**config.mk**
```make
export PLATFORM = sky130hd
export DESIGN_NAME = adc_result_registers
export DESIGN_NICKNAME = d
export VERILOG_FILES = /design/src/shared/adc_result_pkg.sv /design/src/logic/adc_result_registers.sv
export SDC_FILE = /design/constraint.sdc
export NUM_CORES = 1
export LEC_CHECK = 0
export ABC_AREA = 1
export BUFFER_PORTS_ARGS = -buffer_cell sky130_fd_sc_hd__buf_2
export CAP_MARGIN = 15
export CORE_MARGIN = 3
export CORE_UTILIZATION = 30
export DETAILED_ROUTE_END_ITERATION = 6
export SLEW_MARGIN = 10
export SYNTH_ARGS = -nofsm -noshare
export SYNTH_HDL_FRONTEND = slang
export SYNTH_SLANG_ARGS = --single-unit
```
**constraint.sdc**
```tcl
create_clock -name sys_clk_in -period 7.25 [get_ports sys_clk_in]
set_input_delay 1.45 -clock sys_clk_in [delete_from_list [all_inputs] [get_ports sys_clk_in]]
set_output_delay 1.45 -clock sys_clk_in [all_outputs]
set_load 0.005 [all_outputs]
```
**src/shared/adc_result_pkg.sv**
```systemverilog
// Purpose: Constants shared by the converter result bank.
// Assumes: Byte-wide register reads, high byte at the printed offset.
// Notes:   Codes are millivolts, 0.5 degC steps or ratio steps, zero offset.
package adc_result_pkg;

    localparam int          CHANNEL_COUNT = 7;
    localparam int          CODE_WIDTH    = 16;

    // Channel numbers as presented by the converter sequencer
    typedef enum logic [2:0] {
        CH_INPUT1  = 3'h0,
        CH_INPUT2  = 3'h1,
        CH_BATTERY = 3'h2,
        CH_SYSTEM  = 3'h3,
        CH_THERM   = 3'h4,
        CH_DIE     = 3'h5,
        CH_DPLUS   = 3'h6
    } channel_e;

    // Byte address of each result's high byte; the low byte follows
    localparam logic [7:0] INPUT1_VOLTAGE_RESULT_ADDR     = 8'h37;
    localparam logic [7:0] INPUT2_VOLTAGE_RESULT_ADDR     = 8'h39;
    localparam logic [7:0] BATTERY_VOLTAGE_RESULT_ADDR    = 8'h3B;
    localparam logic [7:0] SYSTEM_VOLTAGE_RESULT_ADDR     = 8'h3D;
    localparam logic [7:0] THERMISTOR_RATIO_RESULT_ADDR   = 8'h3F;
    localparam logic [7:0] DIE_TEMPERATURE_RESULT_ADDR    = 8'h41;
    localparam logic [7:0] USB_DPLUS_VOLTAGE_RESULT_ADDR  = 8'h43;
    localparam logic [7:0] RESULT_FIRST_ADDR              = 8'h37;
    localparam logic [7:0] RESULT_LAST_ADDR               = 8'h44;

    localparam logic [15:0] RESULT_RESET = 16'h0000;
    localparam logic [7:0]  UNMAPPED_READ = 8'h00;

    // Range limits in codes (1 mV, 0.5 degC, 0.0976563 % per code)
    localparam logic signed [16:0] INPUT_MAX_CODE   = 17'sh07530; // 30000 mV
    localparam logic signed [16:0] BATTERY_MAX_CODE = 17'sh04E20; // 20000 mV
    localparam logic signed [16:0] SYSTEM_MAX_CODE  = 17'sh05DC0; // 24000 mV
    localparam logic signed [16:0] THERM_MAX_CODE   = 17'sh003FF; // 99.9023 %
    localparam logic signed [16:0] DIE_MIN_CODE     = -17'sh00050; // -40 degC
    localparam logic signed [16:0] DIE_MAX_CODE     = 17'sh0012C; // 150 degC
    localparam logic signed [16:0] DPLUS_MAX_CODE   = 17'sh00E10; // 3600 mV
    localparam logic signed [16:0] ZERO_CODE        = 17'sh00000;

endpackage : adc_result_pkg

```
**src/logic/adc_result_registers.sv**
```systemverilog
// Purpose: Read-only bank of converter results read byte by byte.
// Assumes: Converter, sequencer and disable controls share sys_clk_in.
// Notes:   A high-byte read freezes the word for a matching low-byte read that comes next.
//          Converter codes outside a channel's span saturate at its ends.
//
// Operation
// RQ1: Input source results: signed, 0 to 30 V.
// RQ2: Millivolt results: one mV per code, no offset.
// RQ3: Battery result is positive minus negative sense.
// RQ4: System rail result: signed mV, 0 to 24 V.
// RQ5: Thermistor ratio unsigned, max code 99.9023 percent.
// RQ6: Die temperature signed half degrees, -40 to 150.
// RQ7: D+ result unsigned mV, 0 to 3600.
// RQ8: Disabled channel is not converted or updated.
// RQ9: Both bytes of one read match one result.
`timescale 1ns/1ps
`default_nettype none
module adc_result_registers
    import adc_result_pkg::*;
#(
    parameter int CHANNELS = CHANNEL_COUNT
) (
    input  wire logic        sys_clk_in,          // 10 MHz register clock
    input  wire logic        rst_b_in,            // Sync reset, active low
    input  wire logic        conv_valid_in,       // One-cycle result strobe
    input  wire logic [2:0]  conv_channel_in,     // Channel of this result
    input  wire logic [15:0] conv_code_in,        // Raw code; two's complement except ratio and D+ (unsigned)
    input  wire logic [15:0] battery_sense_positive_in, // Positive sense code, mV
    input  wire logic [15:0] battery_sense_negative_in, // Negative sense code, mV
    input  wire logic [6:0]  channel_disable_in,  // Per channel, 1 = off
    input  wire logic        rd_en_in,            // One-cycle byte read
    input  wire logic [7:0]  rd_addr_in,          // Byte address
    output logic [6:0]       conv_request_out,    // Channels allowed to convert
    output logic [7:0]       rd_data_out,         // Read byte
    output logic             rd_valid_out         // Read byte ready
);

    logic [15:0]        result [CHANNELS];
    logic [15:0]        frozen_word;
    logic [7:0]         frozen_addr;
    logic               frozen_ok;
    logic signed [16:0] battery_diff;
    logic signed [16:0] next_code;
    logic signed [16:0] span_code;
    logic signed [16:0] span_lo;
    logic signed [16:0] span_hi;
    logic [15:0]        limited_code;
    logic               store_en;
    logic               read_mapped;
    logic               read_high;
    logic               read_frozen_low;
    logic [2:0]         read_channel;

    // Clamp a signed code into the channel's documented span
    function automatic logic [15:0] clamp_code(input logic signed [16:0] code,
                                               input logic signed [16:0] lo,
                                               input logic signed [16:0] hi);
        logic signed [16:0] v;
        v = code;
        if (v < lo) begin
            v = lo;
        end
        if (v > hi) begin
            v = hi;
        end
        return v[15:0];
    endfunction : clamp_code

    // Map a byte address to its channel; high byte sits at the odd address
    function automatic logic [2:0] addr_channel(input logic [7:0] addr);
        logic [7:0] off;
        off = addr - RESULT_FIRST_ADDR;
        return off[3:1];
    endfunction : addr_channel

    // Result window check, shared by the freeze and read paths
    function automatic logic addr_mapped(input logic [7:0] addr);
        return (addr >= RESULT_FIRST_ADDR) && (addr <= RESULT_LAST_ADDR);
    endfunction : addr_mapped

    // Widen a two's complement code by its sign bit
    function automatic logic signed [16:0] sign_widen(input logic [15:0] code);
        return {code[15], code};
    endfunction : sign_widen

    // Widen an unsigned code with a zero top bit
    function automatic logic signed [16:0] zero_widen(input logic [15:0] code);
        return {1'b0, code};
    endfunction : zero_widen

    assign conv_request_out = ~channel_disable_in; // RQ8

    // Battery result formed from the two sense codes; even a full-scale
    // difference fits the widened code, so nothing wraps before the clamp
    always_comb begin
        battery_diff = sign_widen(battery_sense_positive_in)
                     - sign_widen(battery_sense_negative_in); // RQ3
    end

    always_comb begin
        next_code = sign_widen(conv_code_in);
        if (conv_channel_in == CH_BATTERY) begin
            next_code = battery_diff; // RQ3
        end
    end

    // Channel 7 and disabled channels are dropped with no indication;
    // the old word simply stands
    always_comb begin
        store_en = 1'b0;
        if (conv_valid_in && (int'(conv_channel_in) < CHANNELS)) begin
            store_en = !channel_disable_in[conv_channel_in]; // RQ8
        end
    end

    // Span of each channel; unsigned channels widen with a zero top bit
    always_comb begin
        span_code = next_code;
        span_lo   = ZERO_CODE;
        span_hi   = ZERO_CODE;
        case (conv_channel_in)
            CH_INPUT1, CH_INPUT2: begin
                span_hi = INPUT_MAX_CODE; // RQ1 RQ2
            end
            CH_BATTERY: begin
                span_hi = BATTERY_MAX_CODE; // RQ3
            end
            CH_SYSTEM: begin
                span_hi = SYSTEM_MAX_CODE; // RQ4
            end
            CH_THERM: begin
                span_code = zero_widen(conv_code_in);
                span_hi   = THERM_MAX_CODE; // RQ5
            end
            CH_DIE: begin
                span_lo = DIE_MIN_CODE; // RQ6
                span_hi = DIE_MAX_CODE; // RQ6
            end
            CH_DPLUS: begin
                span_code = zero_widen(conv_code_in);
                span_hi   = DPLUS_MAX_CODE; // RQ7
            end
            default: begin
                span_hi = ZERO_CODE;
            end
        endcase
    end

    // Out-of-span codes saturate rather than wrap
    assign limited_code = clamp_code(span_code, span_lo, span_hi);

    // Result storage
    always_ff @(posedge sys_clk_in) begin
        if (!rst_b_in) begin
            for (int i = 0; i < CHANNELS; i++) begin
                result[i] <= RESULT_RESET; // RQ1 RQ7
            end
        end else if (store_en) begin
            result[conv_channel_in] <= limited_code; // RQ8
        end
    end

    // Read decode shared by the freeze and data paths
    always_comb begin
        read_mapped     = addr_mapped(rd_addr_in);
        read_high       = read_mapped && rd_addr_in[0];
        read_frozen_low = read_mapped && !rd_addr_in[0] && frozen_ok
                          && (frozen_addr == rd_addr_in); // RQ9
        read_channel    = addr_channel(rd_addr_in);
    end

    // Word frozen on the high-byte read so a result landing between the
    // two byte reads cannot tear the pair
    always_ff @(posedge sys_clk_in) begin
        if (!rst_b_in) begin
            frozen_word <= RESULT_RESET;
            frozen_addr <= 8'h00;
        end else if (rd_en_in && read_high) begin
            frozen_word <= result[read_channel]; // RQ9
            frozen_addr <= rd_addr_in + 8'h01;
        end
    end

    // Any other read, the matching low byte included, ends the pairing
    always_ff @(posedge sys_clk_in) begin
        if (!rst_b_in) begin
            frozen_ok <= 1'b0;
        end else if (rd_en_in) begin
            frozen_ok <= read_high; // RQ9
        end
    end

    // Every read is answered one cycle later, mapped or not, so the
    // host side never has to time out
    always_ff @(posedge sys_clk_in) begin
        if (!rst_b_in) begin
            rd_valid_out <= 1'b0;
        end else begin
            rd_valid_out <= rd_en_in;
        end
    end

    // Read byte holds until the next read
    always_ff @(posedge sys_clk_in) begin
        if (!rst_b_in) begin
            rd_data_out <= UNMAPPED_READ;
        end else if (rd_en_in) begin
            if (!read_mapped) begin
                rd_data_out <= UNMAPPED_READ;
            end else if (read_high) begin
                rd_data_out <= result[read_channel][15:8];
            end else if (read_frozen_low) begin
                rd_data_out <= frozen_word[7:0]; // RQ9
            end else begin
                // Lone low-byte read gives the live value
                rd_data_out <= result[read_channel][7:0];
            end
        end
    end

endmodule : adc_result_registers
`default_nettype wire

```
After elaboration in Yosys (flattened, before gate mapping) --
Memory sizes are Yosys's and may differ from the RTL's. Cells that the tools add are included.
Word-level totals: logic and storage cells 55, input port bits 70, register bits after elaboration 26, RAM bits 112, memories 1, output and inout port bits 16
Memories:
- result | depth 7, bits a word 16, rd ports 1, clocked after Yosys merged registers in 0, write ports 7, RTL line adc_result_registers.sv:38 | logic [15:0] result [CHANNELS];
Cells by class: bitwise logic cells 1, equality and inequality tests 7, add/sub/neg operators 3, multiplexer cells 19, reductions and logical operators 13, $lt $le $gt $ge 6
Operators by type and width (count):
- $pmux 15 s6 | 1
- $mux 17 | 4
- $mux 16 | 2
- $mux 8 | 3
- $gt 17x16->1 | 1
- $lt 17x17->1 | 1
- $sub 16x16->17 | 1
- $reduce_or 16->1 | 1
- $eq 3x3->1 const B | 3
- $add 8x1->8 const B | 1
- $eq 8x8->1 | 1
- $ge 8x6->1 const B | 1
- $le 8x7->1 const B | 1
- $logic_and 1x1->1 | 7
- $mux 1 | 7
- $not 7->7 | 1
- $eq 3x2->1 const B | 2
- $lt 3x4->1 const B | 1
- $reduce_or 2->1 | 2
- $sub 4x3->4 const B | 1
- $bmux 1 s3 | 1
- $eq 3x1->1 const B | 1
- $logic_not 3->1 | 1
- $lt 3x3->1 const B | 1
- 2 further kinds | 3

Longest topological paths before layout --
Gate-level depths: netlist of the first run.
depth in word-level cells 9, gate-level depth with buffers 45, gate-level depth less buffers 43

Worst setup path before layout of the first run --
OpenSTA, ideal clock, no wires.
kind in2reg, start input battery_sense_positive_in[0], end memory result[0][11] (data pin), cell stages on the path 42, slack 1066 ps, arrival time 5918 ps, data required time 6984 ps, library setup time 266 ps, path buffers 2, cells stage by stage inv_1 -> ha_1 -> fa_1 -> inv_1 -> nand2_1 -> nand2_1 -> and2_1 -> a31oi_1 -> inv_1 -> nand3b_1 -> nand3_1 -> nand3_1 -> nand2_1 -> inv_1 -> ha_1 -> nand2_1 -> inv_1 -> nand3_1 -> [6 not listed] -> inv_1 -> ha_1 -> nand2_1 -> nor2_1 -> nand3b_1 -> nand3_1 -> a21oi_1 -> o211ai_1 -> nand2_1 -> nand2_1 -> nand2_1 -> nand2_2 -> nand2_2 -> buf_6 -> nand2_1 -> nand2_1 -> nand2_2 -> nor2_1
RTL lines:
- from (decl) | RTL line adc_result_registers.sv:28 | input wire logic [15:0] battery_sense_positive_in,
- to (decl) | RTL line adc_result_registers.sv:38

==> out/qor.txt, run 1 <==
status: complete, no violations
drt pass-1 iters: 5
Synth Flop Type: edfxtp_1
worst vdd ir: 0.172 mV
via count: 8,201
vias in the first global route: 7,774
Worst Path Max Fanout: 20
Worst Hold Depth: 2
Worst Hold Path EP: result[6][15]$_SDFFE_PN0P_
Synth Cell Area: 9310 um^2
CTS sink count: 154
Core Footprint: 30,100 um^2
vias per inst: 4.96
clock skew: 8.32 ps
share of layout cells above drive strength 1: 0.139
gpl congestion: 0.858
Setup CP Type: in2reg
Synth cell types: 47
worst setup margin: 684 ps
Die Y: 182 um
Worst R2R End: rd_data_out[6]$_SDFFE_PN0P_
most frequent cell after synthesis: nand2_1
postcts setup bufs: 0
Synth Instances: 1,168
Placed Instances: 1,622
Total Routed Length: 26.2 mm
fillers: 3,179
initial antenna violation count: 0
routed wire length per instance: 15.9 um
first-pass GRT wire length: 40.8 mm
die area: 33,200 um^2
crit share post-route: 0.906
EDFF count, synth: 112
# diodes: 0
Clk pin slew, worst setup/hold paths: 70 ps
Synth area leaders: edfxtp_1 36%, nand2_1 9.6%, dfxtp_1 9.0%
antenna-violating nets left: 0
clk_lat worst skew: 430 ps
drt drc: 0
Worst Path Arrival: 6840 ps
post-synth top area cell: edfxtp_1
Synth top area share: 0.361
GR Util All Layers: 0.156
hold_buf cts: 0
pin count of the biggest net entering global routing: 57
most used cell, CP: nand2_1
FF+latch count, synth: 154
initial core utilization: 0.309
Crit Reg-Reg Startpoint: frozen_addr[3]$_SDFFE_PN0P_
Post-synth top cells: 238 x nand2_1, 205 x nor2_1, 118 x inv_1
Pwr per Cell Area: 235 nW/um^2
slowest CP cell: fa_1
Setup WS pre-CTS: 150 ps
setup TNS: 0 ps
Final Hold Fails: 0
Yosys Warn Count: 0
peak clock frequency supported by timing: 0.152 GHz
CTS tree: done
CTS H-tree depth: 4
Syn-to-layout area delta: 15.8%
Slew headroom: 0.275
CP endpoint kind: flip-flop
Die Span X: 182 um
Max stage delay on crit path: 400 ps
Worst R2R Path Depth: 8
crit path launch type: input pin
Async S/R FF share, synth: 0
mean instance size in the synthesized netlist: 7.97 um^2
clk buf depth: 2
nets: 1,366
I/O pin count: 86
Final Max Slew Viols: 0
grt ovf: 0
initial drt markers: 629
CP bufs+invs: 7
Resize count post-CTS: 0
CP Data Required Time: 7520 ps
Worst Hold Class: reg2reg
Leakage: 4.72 nW
CTS buffer count: 17
sequential element share of the synthesized area: 0.452
CP top delay family: simple AND/OR/NAND/NOR gates
root buffer cell: clkbuf_16
port bufs: 85
final setup violation count: 0
unrepaired setup endpoints after global routing: false
Tightest Pin Transition: 1090 ps
DPL Wire Length: 18.2 mm
final cell count without fillers: 1,654
row cnt: 63
R2R Setup Slk: 5180 ps
min Tclk post-route: 6570 ps
MaxCap Viol Count: 0
Min-Delay Startpoint: result[6][15]$_SDFFE_PN0P_
[metrics by stage]
step	hold WS (ps)	util	power [mW]	cell area, um^2
2_1_floorplan	419	-	1.46	9370
3_3_place_gp	426	0.337	1.60	10100
3_5_place_dp	443	0.337	1.61	10100
4_1_cts	453	0.358	2.55	10800
5_1_grt	489	0.358	2.67	10800
6_report	450	0.358	2.54	10800
[tightest hold or removal path, delay by kind of cell, from the launching register on]
kind / cells / cell delay [ps]
DFF: 1 / 320
and+or+nand+nor: 2 / 100
[worst max path at each step]
stage,startpoint,to,depth (start not counted)
finish,battery_sense_positive_in[0],result[2][3]$_SDFFCE_PN0P_,42
global route,battery_sense_positive_in[0],result[5][4]$_DFFE_PP_,43
CTS,battery_sense_positive_in[0],result[5][11]$_DFFE_PP_,43
detailed placement,battery_sense_positive_in[0],result[5][11]$_DFFE_PP_,43
global placement,battery_sense_positive_in[0],result[5][11]$_DFFE_PP_,43
floorplan,battery_sense_positive_in[0],result[0][11]$_SDFFCE_PN0P_,42
[state kept, by name (all words and copies together), names as in the netlist]
| signal | cells |
|---|---|
| rd_data_out | 8 |
| result | 128 |
| frozen_word | 8 |
| frozen_addr | 8 |
| rd_valid_out | 1 |
| frozen_ok | 1 |
[kinds of logic after synthesis]
group           Yosys count  share of synthesized area
simple gates            558                      0.264
buf+inv                 175                     0.0760
flops                   154                      0.452
xor+xnor                 13                     0.0122
fa+ha+maj                45                     0.0613
compound gates          222                      0.135
other cells               1                   0.000403
[layout by cell type (no fill, tap or decap), types with 3 or more instances in the layout]
cell	count
a211oi_1	6
a21oi_1	85
a311oi_1	8
a31oi_1	12
buf_2	85
buf_4	11
bufinv_16	3
clkbuf_16	17
clkinv_4	3
conb_1	17
dfxtp_1	42
edfxtp_1	112
ha_1	44
inv_1	118
inv_2	4
inv_4	3
inv_6	5
inv_8	3
nand2_1	238
nand2_2	7
nand2_4	5
nand3_1	47
nand3_2	12
nand3b_1	5
nand4_1	8
nor2_1	204
nor2_8	3
nor3_1	9
nor4_1	4
o211ai_1	9
o21ai_0	83
o221ai_1	3
o311ai_0	3
o31ai_1	3
or2_2	9
xnor2_1	5
xor2_1	8
[power by group]
group,internal (mW),switching (mW)
registers,1.00,0.0152
clock network,0.556,0.386
logic,0.176,0.402
total,1.73,0.803
[layout make-up]
type                    instances  area, um^2  area share
repair buffers                 96         508      0.0471
flip-flops and latches        154        4200       0.390
multi-input cells             855        4460       0.414
clock buffers                  17         425      0.0395
well taps                     390         488      0.0453
clock inverters                15         201      0.0187
inverters                     127         484      0.0449
[metal layers]
metal  up-vias  part of all wire  global-route usage  routed length (um)
li1       4074                 -                   -                   -
met1      3808              0.46               0.208               12000
met2       286              0.45               0.255               11900
met3        33             0.073              0.0317                1910
met4         0             0.019              0.0466                 499
met5         -                 0                   0                   0
Power figures use the tool's default switching activity.
==> run 2: changes to the inputs <==
clock period = 7.1 ns   (was 7.25 ns; I/O delays follow)
==> out/qor.txt, run 2 (synthesis results as in run 1) <==
Die Y: 182 um (unchanged)
clock skew: 6.66 ps (-1.67 ps)
drt drc: 0 (unchanged)
row cnt: 63 (unchanged)
initial antenna violation count: 0 (unchanged)
clk_lat worst skew: 430 ps (about the same)
Pwr per Cell Area: 235 nW/um^2 (-0.23%)
status: complete, no violations
nets: 1,366 (unchanged)
Final Max Slew Viols: 0 (unchanged)
pin count of the biggest net entering global routing: 57 (unchanged)
Levels on crit path: 42 (unchanged)
Worst Hold Class: reg2reg
Gate power share: 0.233 (+0.005)
Max stage delay on crit path: 410 ps (about the same)
Die Span X: 182 um (unchanged)
setup TNS: 0 ps (unchanged)
GRT met2 Usage: 0.260 (+0.00537)
Worst Path Max Fanout: 16 (-20%)
Int Pwr: 1.70 mW (-1.8%)
Total Routed Length: 25.9 mm (-1.2%)
clk buf depth: 2 (unchanged)
Core Footprint: 30,100 um^2 (unchanged)
port bufs: 85 (unchanged)
Final Hold Fails: 0 (unchanged)
CTS H-tree depth: 4 (unchanged)
Sw Pwr: 0.817 mW (+1.8%)
Setup CP Type: in2reg
Placed Instances: 1,622 (unchanged)
MaxCap Viol Count: 0 (unchanged)
Worst Hold Depth: 2 (unchanged)
final cell count without fillers: 1,654 (unchanged)
crit share post-route: 0.911
routed wire length per instance: 15.7 um (-1.2%)
CTS tree: done
vias in the first global route: 7,960 (+2.4%)
slowest CP cell: fa_1
total power: 2.52 mW (-0.65%)
max FFs per register: 128 (unchanged)
CP endpoint kind: flip-flop
Setup WS pre-CTS: 196 ps (+46.3 ps)
share of layout cells above drive strength 1: 0.139 (unchanged)
initial drt markers: 581 (-7.6%)
root buffer cell: clkbuf_16
gpl congestion: 0.905 (+5.4%)
min Tclk post-route: 6470 ps
Slew headroom: 0.348 (+0.0730)
CP Data Required Time: 7270 ps (-250 ps)
grt ovf: 0 (unchanged)
Leakage: 4.70 nW (-0.57%)
Worst Path Arrival: 6640 ps (-200 ps)
clock group share of total power: 0.355 (-0.016)
# diodes: 0 (unchanged)
CP top delay family: simple AND/OR/NAND/NOR gates
CP bufs+invs: 9 (+2)
Sw Ratio: 0.324 (+0.00771)
share of total power in sequential cells: 0.412 (+0.011)
crit path launch type: input pin
grt met1 use: 0.208 (+0.000213)
CTS sink count: 154 (unchanged)
Syn-to-layout area delta: 15.3%
die area: 33,200 um^2 (unchanged)
GR Util All Layers: 0.156 (+0.000212)
initial core utilization: 0.309 (unchanged)
most flop-heavy register: result
DPL Wire Length: 17.9 mm (-1.7%)
Worst R2R Path Depth: 9 (+1)
Tightest Pin Transition: 977 ps (-109 ps)
via count: 8,162 (-0.48%)
drt pass-1 iters: 5 (unchanged)
first-pass GRT wire length: 41.3 mm (+1.1%)
GR Util met3: 0.0251 (-0.00658)
commonest non-fill, non-tap cells in the layout: 238 x nand2_1, 204 x nor2_1, 118 x inv_1
unrepaired setup endpoints after global routing: false
fin area: 10,700 um^2 (-0.42%)
worst setup margin: 630 ps (-54.0 ps)
final setup violation count: 0 (unchanged)
Placed Area: 10,100 um^2 (unchanged)
peak clock frequency supported by timing: 0.155 GHz
most crowded layer after global routing: met2
most used cell, CP: nand2_1
commonest non-fill, non-tap cell in the layout: nand2_1
I/O pin count: 86 (unchanged)
fillers: 3,188 (+0.28%)
worst vdd ir: 0.166 mV (-3.4%)
Clk pin slew, worst setup/hold paths: 60 ps (about the same)
antenna-violating nets left: 0 (unchanged)
CTS buffer count: 17 (unchanged)
vias per inst: 4.93 (-0.48%)
run 2: worst reg2reg max path, stage by stage, from the launching register on:
cell and delay [ps]:
dfxtp_1 330, inv_1 50, nand2_1 70, nand2_1 60, nor4_1 260, nand4_1 320, o21ai_0 250, a21oi_1 80
a21oi_1 380, a21oi_1 120
run 2: area by class of cell:
| class | instances | area, um^2 | share of cell area |
|---|---|---|---|
| inverter | 127 | 484 | 0.0451 |
| clock buffer | 17 | 425 | 0.0397 |
| multi-input combinational | 855 | 4460 | 0.416 |
| sequential | 154 | 4200 | 0.392 |
| clock inverter | 15 | 156 | 0.0146 |
| timing repair buffer | 96 | 508 | 0.0473 |
| tap | 390 | 488 | 0.0455 |
run 2: power groups by stage:
stage / registers, mW / clock network [mW] / logic [mW]
2_1_floorplan: 1.05 / 0 / 0.433
4_1_cts: 1.04 / 0.906 / 0.583
6_report: 1.04 / 0.894 / 0.587
3_3_place_gp: 1.06 / 0 / 0.575
3_5_place_dp: 1.06 / 0 / 0.580
5_1_grt: 1.04 / 0.937 / 0.661
run 2: repair_timing:
action | in CTS | in global routing
hold buffers | 0 | 0
setup endpoints to repair | 0 | 11
setup buffers | 0 | 0
resized for setup | 0 | 1
run 2: final timing paths:
kind,start,end,slack [ps]
setup / recovery,battery_sense_positive_in[0],result[5][2]$_DFFE_PP_,630
hold / removal,result[6][15]$_SDFFE_PN0P_,result[6][15]$_SDFFE_PN0P_,450
setup reg to reg,frozen_addr[0]$_SDFFE_PN0P_,rd_data_out[4]$_SDFFE_PN0P_,5050
hold reg to reg,result[6][15]$_SDFFE_PN0P_,result[6][15]$_SDFFE_PN0P_,450
run 2: routing by layer:
metal,part of all wire,vias up
met3,0.061,28
met5,0,-
met1,0.46,3819
li1,-,4057
met4,0.015,0
met2,0.47,258
run 2: through the flow:
step / utilization / hold WS (ps)
4_1_cts: 0.356 / 449
5_1_grt: 0.356 / 483
3_3_place_gp: 0.337 / 429
6_report: 0.356 / 448
2_1_floorplan: - / 419
3_5_place_dp: 0.337 / 440
